<file path="src/include/awt_pkg.sv">
// constants, register map and field layout of the waveform timer front end
package awt_pkg;

  // ---------------------------------------------------------------
  // widths and crossing depth
  // ---------------------------------------------------------------
  localparam int CW = 12;
  localparam int N_STAT = 8;
  localparam int N_DBUF = 9;
  localparam logic [1:0] SYNC_LAST = 2'h1; // two ticks of the sync clock

  // ---------------------------------------------------------------
  // register word indices (byte address is index times four)
  // ---------------------------------------------------------------
  localparam logic [4:0] IDX_CTRL_A = 5'h00;
  localparam logic [4:0] IDX_STAT0 = 5'h01;
  localparam logic [4:0] IDX_DBUF0 = 5'h09;
  localparam logic [4:0] IDX_CMD = 5'h12;
  localparam logic [4:0] IDX_STATUS = 5'h13;
  localparam logic [4:0] IDX_CAP_A = 5'h14;
  localparam logic [4:0] IDX_CAP_B = 5'h15;
  localparam logic [4:0] IDX_INT_CTRL = 5'h16;
  localparam logic [4:0] IDX_INT_FLAGS = 5'h17;

  // slots of the static and double-buffered groups
  localparam int ST_CTRL_B = 0;
  localparam int ST_EV_A = 3;
  localparam int ST_IN_A = 5;
  localparam int DB_DLY_CTRL = 0;
  localparam int DB_DBG = 4;
  localparam int DB_A_SET = 5;
  localparam int DB_A_CLR = 6;
  localparam int DB_B_SET = 7;
  localparam int DB_B_CLR = 8;

  // ---------------------------------------------------------------
  // field positions
  // ---------------------------------------------------------------
  localparam int EN_BIT = 0;
  localparam int SPSC_LSB = 3;
  localparam int CSEL_LSB = 5;
  localparam int CPSC_LSB = 8;
  localparam int DPSC_LSB = 4;
  localparam int CMD_SYNC_EOC = 0;
  localparam int CMD_SYNC = 1;
  localparam int CMD_RESTART = 2;
  localparam int CMD_CAP_A = 3;
  localparam int CMD_CAP_B = 4;
  localparam int CMD_DIS_EOC = 7;
  localparam int DBG_RUN = 0;
  localparam int DBG_FAULT = 2;
  localparam int EV_TRIG = 0;
  localparam int EV_ACTION = 2;
  localparam int INT_OVF = 0;
  localparam int INT_TRIG_A = 2;
  localparam int INT_TRIG_B = 3;

  // clock source codes
  localparam logic [1:0] CLK_RC = 2'h0;
  localparam logic [1:0] CLK_EXT = 2'h1;
  localparam logic [1:0] CLK_SYS = 2'h2;

endpackage : awt_pkg

</file>
<file path="src/rtl/async_waveform_timer.sv">
// control, crossing and compare front end of the 12-bit waveform timer
//
// Notes on behaviour
// - core runs from its own clock source; compare values cross into it
// - two compare units drive outputs one and two; three and four mirror
// - counter compared against compare values each counter tick, events
// - each input event has its own mode; mode decides outputs and jump
// - clock source chosen by control_first: rc oscillator, external, system
// - debug halt stops the core unless the debug run bit is set
// - debug fault bit with halt raises fault on both event inputs
// - writing enable 0 stops the core once crossed into it
// - disable-at-end strobe stops the core at the cycle boundary
// - control_first fields other than enable change only while disabled
// - enable changes accepted only while enable ready reads 1
// - commands cross when enabled and idle; software waits command ready
// - command bits clear themselves once their action is done
// - sync-at-end loads all buffered registers at the cycle boundary
// - sync loads all buffered registers as soon as it has crossed
// - restart sends the counter back to cycle start
// - software capture copies counter into capture first or second
// - buffered registers written while ready; loaded on sync or enable
// - static registers ignore writes while enable reads 1
// - status, capture and interrupt registers need no crossing
// - registers grouped as buffered, static, read-only and normal
// - the selected clock source feeds a sync prescaler, which feeds the counter and delay prescalers; each has its own setting
// - counter division is sync prescale times counter prescale
//
// Chosen here: register access over APB and the register offsets.
`timescale 1ns/1ps

module async_waveform_timer (
  // clock and reset
  input wire logic clock,
  input wire logic arst_n,
  // apb slave
  input wire logic psel,
  input wire logic penable,
  input wire logic pwrite,
  input wire logic [11:0] paddr,
  input wire logic [31:0] pwdata,
  output logic [31:0] prdata,
  output logic pready,
  output logic pslverr,
  // clock source pins
  input wire logic internal_rc_oscillator,
  input wire logic ext_clock_in,
  // event system and debug
  input wire logic event_in_first,
  input wire logic event_in_second,
  input wire logic cpu_debug_halted,
  // waveform outputs and events
  output logic waveform_out_first,
  output logic waveform_out_second,
  output logic waveform_out_third,
  output logic waveform_out_fourth,
  output logic cmp_a_event,
  output logic cmp_b_event,
  output logic cycle_end_event,
  output logic delay_clock_tick
);

  // ---------------------------------------------------------------
  // state
  // ---------------------------------------------------------------
  typedef struct packed {
    logic en;
    logic [11:0] ctrl_a;
    logic [awt_pkg::N_STAT-1:0][7:0] stat;
    logic [awt_pkg::N_DBUF-1:0][awt_pkg::CW-1:0] dbuf;
    logic [awt_pkg::N_DBUF-1:0][awt_pkg::CW-1:0] core;
    logic en_pend;
    logic [7:0] cmd;
    logic cmd_cross;
    logic [1:0] xcnt;
    logic core_en;
    logic [awt_pkg::CW-1:0] cnt;
    logic [2:0] spc;
    logic [2:0] cpc;
    logic [2:0] dpc;
    logic [awt_pkg::CW-1:0] cap_a;
    logic [awt_pkg::CW-1:0] cap_b;
    logic [7:0] int_ctrl;
    logic [7:0] int_flags;
    logic [2:0] rc_s;
    logic [2:0] ext_s;
    logic [1:0][2:0] ev_s;
    logic [3:0] wo;
    logic [2:0] evo;
    logic dly_tick;
    logic [31:0] prdata;
  } state_s;

  state_s q;
  state_s n;
  logic [4:0] idx;
  logic hit;
  logic wr;
  logic src_edge;
  logic sync_tick;
  logic cnt_tick;
  logic arrive;
  logic run;
  logic cyc_end;
  logic en_rdy;
  logic cmd_rdy;
  logic [1:0] ev_lvl;

  // divide mask for a two-bit power-of-two prescale setting
  function automatic logic [2:0] div_mask(input logic [1:0] f);
    div_mask = 3'((4'h1 << f) - 4'h1);
  endfunction : div_mask

  // register read mux, sampled in the setup phase
  function automatic logic [31:0] rd_word(input state_s s, input logic [4:0] i,
                                          input logic er, input logic cr,
                                          input logic rn);
    rd_word = 32'h0000_0000;
    if (i == awt_pkg::IDX_CTRL_A) begin
      rd_word[11:0] = s.ctrl_a;
      rd_word[awt_pkg::EN_BIT] = s.en;
    end else if (i >= awt_pkg::IDX_STAT0 && i < awt_pkg::IDX_DBUF0) begin
      rd_word[7:0] = s.stat[3'(i - awt_pkg::IDX_STAT0)];
    end else if (i >= awt_pkg::IDX_DBUF0 && i < awt_pkg::IDX_CMD) begin
      rd_word[11:0] = s.dbuf[4'(i - awt_pkg::IDX_DBUF0)];
    end else begin
      unique case (i)
        awt_pkg::IDX_CMD: rd_word[7:0] = s.cmd;
        awt_pkg::IDX_STATUS: rd_word[2:0] = {rn, cr, er};
        awt_pkg::IDX_CAP_A: rd_word[11:0] = s.cap_a;
        awt_pkg::IDX_CAP_B: rd_word[11:0] = s.cap_b;
        awt_pkg::IDX_INT_CTRL: rd_word[7:0] = s.int_ctrl;
        awt_pkg::IDX_INT_FLAGS: rd_word[7:0] = s.int_flags;
        default: rd_word = 32'h0000_0000;
      endcase
    end
  endfunction : rd_word

  // ---------------------------------------------------------------
  // next state
  // ---------------------------------------------------------------
  // the core domain is modelled as enable pulses from the selected source,
  // so the crossing latency is counted in sync ticks rather than in flops
  always_comb begin
    n = q;
    n.evo = 3'h0;
    n.dly_tick = 1'b0;
    idx = paddr[6:2];
    hit = paddr[1:0] == 2'h0 && paddr[11:7] == 5'h00
          && idx <= awt_pkg::IDX_INT_FLAGS;
    wr = psel && penable && pwrite && hit;
    en_rdy = !q.en_pend;
    cmd_rdy = q.cmd == 8'h00;
    // pin synchronisers; only the second and third flops are read
    n.rc_s = {q.rc_s[1:0], internal_rc_oscillator};
    n.ext_s = {q.ext_s[1:0], ext_clock_in};
    n.ev_s[0] = {q.ev_s[0][1:0], event_in_first};
    n.ev_s[1] = {q.ev_s[1][1:0], event_in_second};
    // clock source select
    unique case (q.ctrl_a[awt_pkg::CSEL_LSB+:2])
      awt_pkg::CLK_RC: src_edge = q.rc_s[1] & ~q.rc_s[2];
      awt_pkg::CLK_EXT: src_edge = q.ext_s[1] & ~q.ext_s[2];
      awt_pkg::CLK_SYS: src_edge = 1'b1;
      default: src_edge = 1'b1;
    endcase
    // sync prescaler feeds both the counter and the delay prescalers
    sync_tick = src_edge
      && q.spc == div_mask(q.ctrl_a[awt_pkg::SPSC_LSB+:2]);
    cnt_tick = sync_tick
      && q.cpc == div_mask(q.ctrl_a[awt_pkg::CPSC_LSB+:2]);
    if (src_edge) begin
      n.spc = sync_tick ? 3'h0 : q.spc + 3'h1;
    end
    if (sync_tick) begin
      n.cpc = cnt_tick ? 3'h0 : q.cpc + 3'h1;
      if (q.dpc == div_mask(
          q.core[awt_pkg::DB_DLY_CTRL][awt_pkg::DPSC_LSB+:2])) begin
        n.dpc = 3'h0;
        n.dly_tick = 1'b1;
      end else begin
        n.dpc = q.dpc + 3'h1;
      end
    end
    // debug halt gates the core unless told to run on
    run = q.core_en && (!cpu_debug_halted
          || q.core[awt_pkg::DB_DBG][awt_pkg::DBG_RUN]);
    for (int c = 0; c < 2; c++) begin
      ev_lvl[c] = q.ev_s[c][1] | (cpu_debug_halted
        & q.core[awt_pkg::DB_DBG][awt_pkg::DBG_FAULT]);
    end
    cyc_end = run && cnt_tick && q.cnt == q.core[awt_pkg::DB_B_CLR];

    // ---------------- bus writes ----------------
    if (wr && idx == awt_pkg::IDX_CTRL_A) begin
      if (!q.en) begin
        n.ctrl_a = pwdata[11:0] & ~12'h001;
      end
      if (en_rdy && pwdata[awt_pkg::EN_BIT] != q.en) begin
        n.en = pwdata[awt_pkg::EN_BIT];
        n.en_pend = 1'b1;
        n.cmd = 8'h00;
        n.cmd_cross = 1'b0;
      end
    end
    if (wr && !q.en && idx >= awt_pkg::IDX_STAT0
        && idx < awt_pkg::IDX_DBUF0) begin
      n.stat[3'(idx - awt_pkg::IDX_STAT0)] = pwdata[7:0];
    end
    if (wr && cmd_rdy && idx >= awt_pkg::IDX_DBUF0
        && idx < awt_pkg::IDX_CMD) begin
      n.dbuf[4'(idx - awt_pkg::IDX_DBUF0)] = pwdata[11:0];
    end
    if (wr && idx == awt_pkg::IDX_CMD && q.core_en && cmd_rdy && en_rdy
        && pwdata[7:0] != 8'h00) begin
      n.cmd = pwdata[7:0];
      n.cmd_cross = 1'b1;
    end
    if (wr && idx == awt_pkg::IDX_INT_CTRL) begin
      n.int_ctrl = pwdata[7:0];
    end
    if (wr && idx == awt_pkg::IDX_INT_FLAGS) begin
      n.int_flags = q.int_flags & ~pwdata[7:0]; // sets below win
    end

    // ---------------- crossing into the core ----------------
    arrive = sync_tick && (q.en_pend || q.cmd_cross)
             && q.xcnt == awt_pkg::SYNC_LAST;
    if (sync_tick && (q.en_pend || q.cmd_cross)) begin
      n.xcnt = arrive ? 2'h0 : q.xcnt + 2'h1;
    end
    if (arrive && q.en_pend) begin
      n.en_pend = 1'b0;
      n.core_en = q.en;
      n.cnt = '0;
      n.wo[1:0] = 2'h0;
      if (q.en) begin
        n.core = q.dbuf;
      end
    end
    if (arrive && q.cmd_cross) begin
      n.cmd_cross = 1'b0;
    end

    // ---------------- counter and compare ----------------
    if (run && cnt_tick) begin
      n.cnt = cyc_end ? '0 : q.cnt + 12'h001;
      if (q.cnt == q.core[awt_pkg::DB_A_SET]) begin
        n.wo[0] = 1'b1;
        n.evo[0] = 1'b1;
        n.int_flags[awt_pkg::INT_TRIG_A] = 1'b1;
      end
      if (q.cnt == q.core[awt_pkg::DB_A_CLR]) begin
        n.wo[0] = 1'b0;
      end
      if (q.cnt == q.core[awt_pkg::DB_B_SET]) begin
        n.wo[1] = 1'b1;
        n.evo[1] = 1'b1;
        n.int_flags[awt_pkg::INT_TRIG_B] = 1'b1;
      end
      if (cyc_end) begin
        n.wo[1] = 1'b0;
        n.evo[2] = 1'b1;
        n.int_flags[awt_pkg::INT_OVF] = 1'b1;
      end
    end

    // ---------------- live commands ----------------
    // a command acts only once it has crossed; bits clear as they finish
    if (q.core_en && !q.cmd_cross && q.cmd != 8'h00) begin
      n.cmd[awt_pkg::CMD_SYNC] = 1'b0;
      n.cmd[awt_pkg::CMD_RESTART] = 1'b0;
      n.cmd[awt_pkg::CMD_CAP_A] = 1'b0;
      n.cmd[awt_pkg::CMD_CAP_B] = 1'b0;
      if (q.cmd[awt_pkg::CMD_SYNC]) begin
        n.core = q.dbuf;
      end
      if (q.cmd[awt_pkg::CMD_RESTART]) begin
        n.cnt = '0;
        n.wo[1:0] = 2'h0;
      end
      if (q.cmd[awt_pkg::CMD_CAP_A]) begin
        n.cap_a = q.cnt;
      end
      if (q.cmd[awt_pkg::CMD_CAP_B]) begin
        n.cap_b = q.cnt;
      end
      if (cyc_end) begin
        n.cmd[awt_pkg::CMD_SYNC_EOC] = 1'b0;
        n.cmd[awt_pkg::CMD_DIS_EOC] = 1'b0;
        if (q.cmd[awt_pkg::CMD_SYNC_EOC]) begin
          n.core = q.dbuf;
        end
        if (q.cmd[awt_pkg::CMD_DIS_EOC]) begin
          n.core_en = 1'b0;
          n.en = 1'b0;
          n.cnt = '0;
          n.wo[1:0] = 2'h0;
        end
      end
    end

    // ---------------- input events ----------------
    for (int c = 0; c < 2; c++) begin
      if (ev_lvl[c] && q.stat[awt_pkg::ST_EV_A + c][awt_pkg::EV_TRIG]
          && q.stat[awt_pkg::ST_IN_A + c][3:0] != 4'h0) begin
        n.wo[c] = 1'b0;
        if (q.stat[awt_pkg::ST_IN_A + c][0] && run && cnt_tick) begin
          n.cnt = '0;
        end
      end
      if (run && q.ev_s[c][1] && !q.ev_s[c][2]
          && q.stat[awt_pkg::ST_EV_A + c][awt_pkg::EV_ACTION]) begin
        if (c == 0) begin
          n.cap_a = q.cnt;
        end else begin
          n.cap_b = q.cnt;
        end
      end
    end
    if (!q.core_en) begin
      n.wo[1:0] = 2'h0;
    end
    // mirrors take the units' next values, so they switch in the same cycle as the units
    n.wo[2] = q.stat[awt_pkg::ST_CTRL_B][0] ? n.wo[1] : n.wo[0];
    n.wo[3] = q.stat[awt_pkg::ST_CTRL_B][1] ? n.wo[1] : n.wo[0];

    // read data is captured in the setup phase, answer is zero wait
    if (psel && !penable) begin
      n.prdata = rd_word(q, idx, en_rdy, cmd_rdy, q.core_en);
    end
  end

  // ---------------------------------------------------------------
  // registers
  // ---------------------------------------------------------------
  always_ff @(posedge clock or negedge arst_n) begin
    if (!arst_n) begin
      q <= '0;
    end else begin
      q <= n;
    end
  end

  // outputs
  assign prdata = q.prdata;
  assign pready = 1'b1;
  assign pslverr = psel && penable && !hit;
  assign waveform_out_first = q.wo[0];
  assign waveform_out_second = q.wo[1];
  assign waveform_out_third = q.wo[2];
  assign waveform_out_fourth = q.wo[3];
  assign cmp_a_event = q.evo[0];
  assign cmp_b_event = q.evo[1];
  assign cycle_end_event = q.evo[2];
  assign delay_clock_tick = q.dly_tick;
endmodule : async_waveform_timer

</file>
<file path="config.mk">
export PLATFORM = sky130hd
export DESIGN_NAME = async_waveform_timer
export DESIGN_NICKNAME = d
export VERILOG_FILES = /design/src/include/awt_pkg.sv /design/src/rtl/async_waveform_timer.sv
export SDC_FILE = /design/constraint.sdc
export NUM_CORES = 1
export LEC_CHECK = 0
export BUFFER_PORTS_ARGS = -buffer_cell sky130_fd_sc_hd__buf_2
export CAP_MARGIN = 40
export CORE_MARGIN = 8
export CORE_UTILIZATION = 61
export CTS_CLUSTER_DIAMETER = 80
export CTS_CLUSTER_SIZE = 28
export DETAILED_ROUTE_END_ITERATION = 12
export MAX_ROUTING_LAYER = met4
export PLACE_DENSITY = 0.8
export SLEW_MARGIN = 10
export SYNTH_ARGS = -nofsm -noshare
export SYNTH_HDL_FRONTEND = slang
export SYNTH_SLANG_ARGS = --single-unit
</file>
<file path="constraint.sdc">
create_clock -name clock -period 3.1 [get_ports clock]
set_input_delay 0.31 -clock clock [delete_from_list [all_inputs] [get_ports clock]]
set_output_delay 0.31 -clock clock [all_outputs]
set_load 0.02 [all_outputs]
</file>
# ---- After elaboration in Yosys (flattened, before gate mapping)
# Index checks and enable logic that the tools add are counted.
dict set report totals {
  register_bits 418
  output_inout_bits 42
}
dict set report op_classes {
  addsub 10
  magnitude_cmp 9
  n_eq_ne 16
  shifts 3
  n_mux 85
  n_bitwise 10
  n_reduce_logical 86
}
# op count
set ops {}
lappend ops {{$mux 108} 5}
lappend ops {{$mux 12} 15}
lappend ops {{$mux 109} 1}
lappend ops {{$bwmux 108} 1}
lappend ops {{$mux 13} 5}
lappend ops {{$bwmux 64} 1}
lappend ops {{$logic_and 1x1->1} 51}
lappend ops {{$bmux 12 s4} 1}
lappend ops {{$demux 12 s4} 1}
lappend ops {{$eq 12x12->1} 4}
lappend ops {{$mux 24} 2}
lappend ops {{$eq 5x5->1 const B} 6}
lappend ops {{$mux 1} 25}
lappend ops {{$pmux 5 s5} 1}
lappend ops {{$bmux 8 s3} 1}
lappend ops {{$demux 8 s3} 1}
lappend ops {{$mux 8} 3}
lappend ops {{$mux 10} 2}
lappend ops {{$mux 20} 1}
lappend ops {{$pmux 3 s6} 1}
lappend ops {{$mux 2} 8}
lappend ops {{$reduce_bool 8->1} 2}
lappend ops {{$add 12x1->12 const B} 1}
lappend ops {{$reduce_and 2->1} 6}
lappend ops {{other kinds (36)} 74}

# ---- Logic depth before layout (Yosys ltp)
# Gate-level depths: netlist (run 1).
dict set report logic_depth {
  depth_word 18
  ltp_mapped 14
}

# ---- Least setup slack after synthesis (run 1)
# Ideal clock, no wire load.
dict set report synth_path {
  path_type {input -> register}
  start {input paddr[2]}
  end {register q (netlist bit prdata[5])}
  setup_time_ns 0.139
  arrival_time_ns 3.481
  setup_slack_ns -0.521
  cell_stages 11
  path_buffers 6
  path_cell_list {buf_2 > buf_1 > clkbuf_1 > inv_2 > ha_1 > clkbuf_1 > clkbuf_1 > buf_1 > mux4_2 > a211oi_1 > nor4_1}
}
dict set report synth_between {
  elab_chain_len 6
  word_cells_on_any_way 22
  classes_between {add/sub: 2; order compare: 4; eq/ne: 5; mux: 8; reduce/logical: 3}
}
# item line
set synth_rtl {}
lappend synth_rtl {{start: declaration} async_waveform_timer.sv:39} ;# input wire logic [11:0] paddr,
lappend synth_rtl {{$sub 4x4->4} async_waveform_timer.sv:124} ;# rd_word[11:0] = s.dbuf[4'(i - awt_pkg::IDX_DBUF0)];
lappend synth_rtl {{$bmux 12 s4} async_waveform_timer.sv:124}
lappend synth_rtl {{$mux 12 (not written as such)} async_waveform_timer.sv:124}
lappend synth_rtl {{$mux 12} async_waveform_timer.sv:123} ;# end else if (i >= awt_pkg::IDX_DBUF0 && i < awt_pkg::IDX_CMD) begin
lappend synth_rtl {{$mux 8} async_waveform_timer.sv:121} ;# end else if (i >= awt_pkg::IDX_STAT0 && i < awt_pkg::IDX_DBUF0) begin
lappend synth_rtl {{$mux 12 *} async_waveform_timer.sv:118} ;# if (i == awt_pkg::IDX_CTRL_A) begin
lappend synth_rtl {{end signal: assignment} async_waveform_timer.sv:339} ;# q <= n;
lappend synth_rtl {{end: declaration} async_waveform_timer.sv:93} ;# state_s q;
# Mark *: on every way between the ends. The rest lies on a longest branch, timed or not. The select of a mux whose other input is x is not followed.
# A chain may end at the register's enable or synchronous reset.

==> results.py, run 1 <==
metrics = {
    "clock_tree": {
        "cts_made_buffers": 17,
        "clk-insertion-delay-late_ns": 0.53,
        "ctsHoldBuffers": 5,
        "cts_tree": "yes",
        "cts_resized": 0,
        "cts_setup_buffers": 0,
        "cts_sinks": 342,
        "h-tree-depth": 1,
        "root_buffer": "clkbuf_16",
        "clockBufferDepth": 3,
        "clk_pin_slew_ns": 0.10,
    },
    "synth": {
        "yosys.area_share.simple_pct": 8.59,
        "syn_area_mm2": 0.0164,
        "synth_compound_area_share_pct": 7.67,
        "synthMuxAreaShare_pct": 23.8,
        "synth_warnings": 0,
        "synth_area_leaders": "dfrtp_1 (52%), mux2_2 (19%), mux4_2 (4.3%)",
        "yosys.area_share.adder_pct": 0.686,
        "synthXorXnorAreaFrac_pct": 2.93,
        "synth_edf_count": 0,
        "ys.flop_type": "dfrtp_1",
        "syn_inst": 1316,
        "yosysTopAreaCell": "dfrtp_1",
        "syn_avg_cell_area_um2": 12.5,
        "synth-seq-cells": 342,
        "synth_cell_types": 69,
        "synth_top_family_by_area": "multiplexers",
        "ys_async_sr_fraction_pct": 100,
        "ys_seq_area_share_pct": 52.1,
        "synth_top_area_share_pct": 52.1,
    },
    "layout": {
        "nets": 1435,
        "fin_util_pct": 67.5,
        "n_fill_cell": 1896,
        "layout_common_cells": "dfrtp_1 (342), mux2_2 (271), nand2_1 (74), buf_4 (74), buf_2 (53)",
        "final_common_cell": "dfrtp_1",
        "final_cells": 1720,
        "multi_input_area_mm2": 0.00731,
        "drive_gt1_share_pct": 35.3,
        "syn_to_final_growth_pct": 9.88,
        "fin_area_mm2": 0.0180,
        "register_area_mm2": 0.00856,
    },
    "detailed_routing": {
        "drtIter0Drc": 1468,
        "vias_per_cell": 6.61,
        "ant_nets": 0,
        "vias": 11366,
        "drc": 0,
        "wl_um": 42700,
        "routedWlPerCell_um": 24.8,
        "first_pass_iters": 6,
    },
    "placement": {
        "place_inst": 1689,
        "hpwlAfterDp_um": 29700,
        "numPortBuffers": 54,
        "dpl_cell_area_mm2": 0.0175,
        "gp_congestion": 0.986,
    },
    "floorplan": {
        "die_area_mm2": 0.0324,
        "start_util_pct": 61.4,
        "ios": 96,
        "die_w_um": 180,
        "coreArea_mm2": 0.0267,
        "std_cell_rows": 60,
        "die-height_um": 180,
    },
    "critical_path": {
        "cp.required_ns": 3.51,
        "crit_buf_inv": 1,
        "path_depth": 7,
        "end_kind": "register",
        "r2r_cells": 7,
        "critical_path_class": "register to register",
        "path_cells": "or3_1 -> o32a_1 -> a21oi_1 -> a41oi_1 -> o2bb2ai_4 -> buf_12 -> mux2_2",
        "critPathMaxFanout": 52,
        "crit_family": "compound AO/OA/AOI/OAI gates",
        "crit_slowest_cell": "dfrtp_1",
        "critical_path.startpoint_type": "register",
        "max_stage_delay_ns": 0.44,
        "cp.arrival_ns": 3.23,
    },
    "timing": {
        "relSlewSlack_pct": 37.4,
        "min_period_over_period_pct": 90.9,
        "fin_crit_ns": 2.82,
        "rsz0062_at_grt": "no",
        "max_freq_mhz": 355,
        "drv_slew": 0,
        "setup_viol": 0,
        "worst_pin_slew_ns": 0.916,
        "hold_violations": 0,
        "finalClockSkew_ns": 0.0370,
    },
    "power_and_ir_drop": {
        "power_mw": 8.02,
        "ir_drop_uv": 281,
        "p_leak_nw": 8.71,
        "powerDensity_mw_per_mm2": 445,
    },
    "run_status": {
        "status": "completed",
    },
    "flow_run": {
        "cap_viol_max_count": 0,
    },
    "grt": {
        "grt_first_pass_wirelength_um": 67400,
        "grt_max_degree": 79,
        "grt_util_all_layers_pct": 27.1,
        "grt-ovfl-total": 0,
        "grt_pass1_vias": 11678,
        "antenna_found_initial": 1,
    },
    "worst_hold_path": {
        "hp-class": "primary input to register",
        "hold_path_depth": 2,
    },
}
==> power breakdown <==
part / switching (mW) / leakage [nW] / internal (mW)
combinational: 0.569 / 3.73 / 0.249
sequential: 0.0556 / 4.71 / 4.53
clock: 1.47 / 0.260 / 1.15
==> final cells by class <==
cell class	instances	area share (%)
flip-flops and latches	342	47.4
multi-input cells	849	40.5
repair buffers	147	6.46
clock buffers	19	2.45
well taps	341	2.36
clock inverters	6	0.458
inverters	15	0.312
diodes	1	0.0139
==> cells in the mapped netlist, drive strengths merged, types with 6 or more instances <==
cell / count
o21ai: 32
a211oi: 12
nor2b: 6
ha: 9
xor2: 15
and2: 10
or3: 8
a22oi: 12
nor3: 31
mux4: 31
a31oi: 15
a221oi: 9
nand2: 74
dfrtp: 342
and3: 7
mux2i: 15
a22o: 14
clkbuf: 63
nand3: 26
mux2: 272
a21o: 8
nor2: 40
inv: 14
xnor2: 40
nor4: 18
a21oi: 32
nand2b: 6
buf: 66
a2111oi: 6
nand4: 20
==> path summary, 6_finish.rpt <==
| check | startpoint | end | slack [ns] |
|---|---|---|---|
| setup / recovery | q[410] | q[217] | 0.28 |
| min in group asynchronous | arst_n | q[374] | 0.35 |
| hold / removal | pwdata[9] | q[327] | 0.20 |
| setup reg to reg | q[410] | q[217] | 0.28 |
| hold reg to reg | n[44] | n[45] | 0.36 |
| max in group asynchronous | arst_n | q[281] | 1.78 |
==> metrics by stage <==
stage / hold WS [ns] / setup slack [ns] / TNS (ns)
2_1_floorplan: 0.0144 / 0.0147 / 0
3_3_place_gp: 0.325 / 0.0251 / 0
3_5_place_dp: 0.328 / -0.0607 / -0.748
4_1_cts: 0.184 / 0.326 / 0
5_1_grt: 0.176 / 0.226 / 0
6_report: 0.201 / 0.282 / 0
==> logic make-up (layout without fill, tap and decap cells) <==
family                   after synthesis  in the layout
AO/OA/AOI/OAI                        181            181
AND/OR/NAND/NOR                      265            265
buffers and inverters                144            187
flip-flops                           342            342
multiplexers                         318            318
adder cells (fa/ha/maj)                9              9
XOR/XNOR                              55             55
other                                  2             22
==> registers in the layout (all words and copies together) (netlist names) <==
signal               flops
waveform_out_fourth      1
cycle_end_event          1
q                      314
waveform_out_third       1
waveform_out_second      1
prdata                  12
waveform_out_first       1
delay_clock_tick         1
cmp_a_event              1
cmp_b_event              1
n                        8
==> worst register-to-register path: cells and delay by family, from the launching register on <==
kind / cells / cell delay (ns)
AOI/OAI and AO/OA: 4 / 1.10
buffers and inverters: 1 / 0.28
DFF: 1 / 0.44
muxes: 1 / 0.45
and+or+nand+nor: 1 / 0.44
==> routing by layer <==
metal	up-vias	GRT usage (%)	share of wire, %
met1	5860	34.7	40
met3	107	5.24	8.5
li1	4852	-	-
met2	547	42.3	47
met5	-	-	0
met4	0	11.0	4.1
Note: power is estimated with default switching activity, not from simulation.
==> inputs of run 2 (changes only) <==
Settings changed: CORE_UTILIZATION 61 to 35, PLACE_DENSITY 0.8 to not set.
==> run 2 against run 1 <==
Net effect: non-clock buffer count is 11 higher; via count is 2.0% lower; die area is 67% higher; wire length is 7.6% higher; largest cell class unchanged; flip-flop and latch count stayed put.
==> results.py, run 2 (synthesis results as in run 1) <==
metrics = {
    "run_status": {
        "status": "completed",
    },
    "detailed_routing": {
        "vias": 11141,
        "vias_per_cell": 5.57,
        "routedWlPerCell_um": 23.0,
        "drc": 0,
        "first_pass_iters": 5,
        "wl_um": 45900,
        "drtIter0Drc": 912,
        "ant_nets": 0,
    },
    "power_and_ir_drop": {
        "ir_drop_uv": 433,
        "power_mw": 8.18,
        "p_leak_nw": 8.79,
        "powerDensity_mw_per_mm2": 441,
    },
    "timing": {
        "worst_pin_slew_ns": 0.947,
        "min_period_over_period_pct": 90.2,
        "rsz0062_at_grt": "no",
        "drv_slew": 0,
        "relSlewSlack_pct": 35.2,
        "max_freq_mhz": 358,
        "setup_viol": 0,
        "finalClockSkew_ns": 0.0217,
        "hold_violations": 0,
        "fin_crit_ns": 2.80,
    },
    "placement": {
        "gp_congestion": 0.906,
        "place_inst": 1966,
        "hpwlAfterDp_um": 32500,
        "dpl_cell_area_mm2": 0.0179,
        "numPortBuffers": 54,
    },
    "clock_tree": {
        "cts_resized": 0,
        "root_buffer": "clkbuf_16",
        "cts_tree": "yes",
        "clockBufferDepth": 3,
        "clk-insertion-delay-late_ns": 0.54,
        "clk_pin_slew_ns": 0.11,
        "cts_made_buffers": 18,
        "cts_sinks": 342,
        "cts_setup_buffers": 0,
        "ctsHoldBuffers": 5,
        "h-tree-depth": 1,
    },
    "layout": {
        "final_cells": 2001,
        "top_register": "q",
        "largest_reg_flops": 314,
        "fin_area_mm2": 0.0185,
        "fin_util_pct": 39.9,
        "multi_input_area_mm2": 0.00731,
        "final_common_cell": "dfrtp_1",
        "syn_to_final_growth_pct": 12.9,
        "nets": 1447,
        "layout_common_cells": "dfrtp_1 (342), mux2_2 (271), buf_4 (80), nand2_1 (74), buf_2 (54)",
        "n_fill_cell": 4377,
        "drive_gt1_share_pct": 36.0,
        "register_area_mm2": 0.00856,
    },
    "floorplan": {
        "die-height_um": 233,
        "die_area_mm2": 0.0541,
        "start_util_pct": 35.3,
        "coreArea_mm2": 0.0465,
        "ios": 96,
        "die_w_um": 233,
        "std_cell_rows": 79,
    },
    "critical_path": {
        "critPathMaxFanout": 15,
        "reg2reg_from": "q[410]",
        "max_stage_delay_ns": 0.76,
        "r2r_cells": 7,
        "crit_start": "paddr[2]",
        "cp.arrival_ns": 3.23,
        "crit_slowest_cell": "a2111oi_0",
        "critical_path.startpoint_type": "primary input",
        "end_kind": "register",
        "cp.required_ns": 3.54,
        "rr_endpoint": "q[215]",
        "crit_buf_inv": 6,
        "path_cells": "buf_2 -> buf_4 -> inv_2 -> buf_4 -> ha_1 -> buf_12 -> nand3_1 -> a2111oi_0 -> buf_4 -> o21ai_0 -> and2_1 -> a22o_1",
        "crit_family": "compound AO/OA/AOI/OAI gates",
        "critical_path_class": "primary input to register",
        "crit_top_cell": "buf_4",
        "path_depth": 12,
        "endpoint": "q[120]",
        "reg2reg_slack_ns": 0.31,
    },
    "worst_hold_path": {
        "hp-class": "primary input to register",
    },
    "grt": {
        "grt-ovfl-total": 0,
        "grt_util_all_layers_pct": 17.3,
        "grt_max_degree": 97,
        "grt_first_pass_wirelength_um": 69900,
        "antenna_found_initial": 2,
        "grt_pass1_vias": 11112,
    },
    "flow_run": {
        "cap_viol_max_count": 0,
    },
}
-- run 2: cell count changes in the layout (fill, tap and decap cells not counted), sizes merged --
cell and change:
clkinv +1, buf +10, inv +3, bufinv -1, clkinvlp +1, clkdlybuf4s15 +1
-- run 2: how the worst min path moves through the flow --
stage,start,end,slack [ns],cells past startpoint
4_1_cts,pwdata[11],q[417],0.17,2
5_1_grt,pwdata[11],q[417],0.19,2
6_report,pwdata[11],q[417],0.19,2
3_3_place_gp,arst_n,q[292],0.29,1
2_1_floorplan,arst_n,cmp_a_event,0.01,0
3_5_place_dp,arst_n,q[292],0.29,1
-- run 2: per-stage QoR --
step	setup WS [ns]	hold WS (ns)	TNS (ns)
6_report	0.305	0.189	0
5_1_grt	0.168	0.186	0
4_1_cts	0.318	0.168	0
3_5_place_dp	-0.0504	0.295	-0.221
3_3_place_gp	-0.0958	0.293	-0.544
2_1_floorplan	0.0147	0.0144	0
-- run 2: layout make-up --
type / count / area share, %
Sequential cell: 342 / 46.2
Inverter: 15 / 0.304
Clock buffer: 19 / 2.56
Timing Repair Buffer: 158 / 6.94
Antenna cell: 1 / 0.0135
Clock inverter: 10 / 0.513
Multi-Input combinational cell: 849 / 39.4
Tap cell: 607 / 4.10
-- run 2: power by group --
group	total [mW]	internal [mW]	switching, mW
logic	0.817	0.250	0.567
registers	4.60	4.53	0.0733
clock network	2.76	1.18	1.59
-- run 2: routing by layer --
metal / share of wire, % / track usage (%) / routed length, um
met5: 0 / - / 0
met1: 45 / 23.5 / 20500
met4: 2.8 / 4.77 / 1270
met3: 7.6 / 3.75 / 3510
met2: 45 / 26.1 / 20600
-- run 2: worst register-to-register path: cells and delay by family, from the launching register on --
| kind | cells | cell delay (ns) |
|---|---|---|
| AND/OR/NAND/NOR | 1 | 0.45 |
| multiplexers | 1 | 0.36 |
| flip-flops | 1 | 0.47 |
| AO/OA/AOI/OAI | 4 | 1.17 |
| buffers and inverters | 1 | 0.22 |
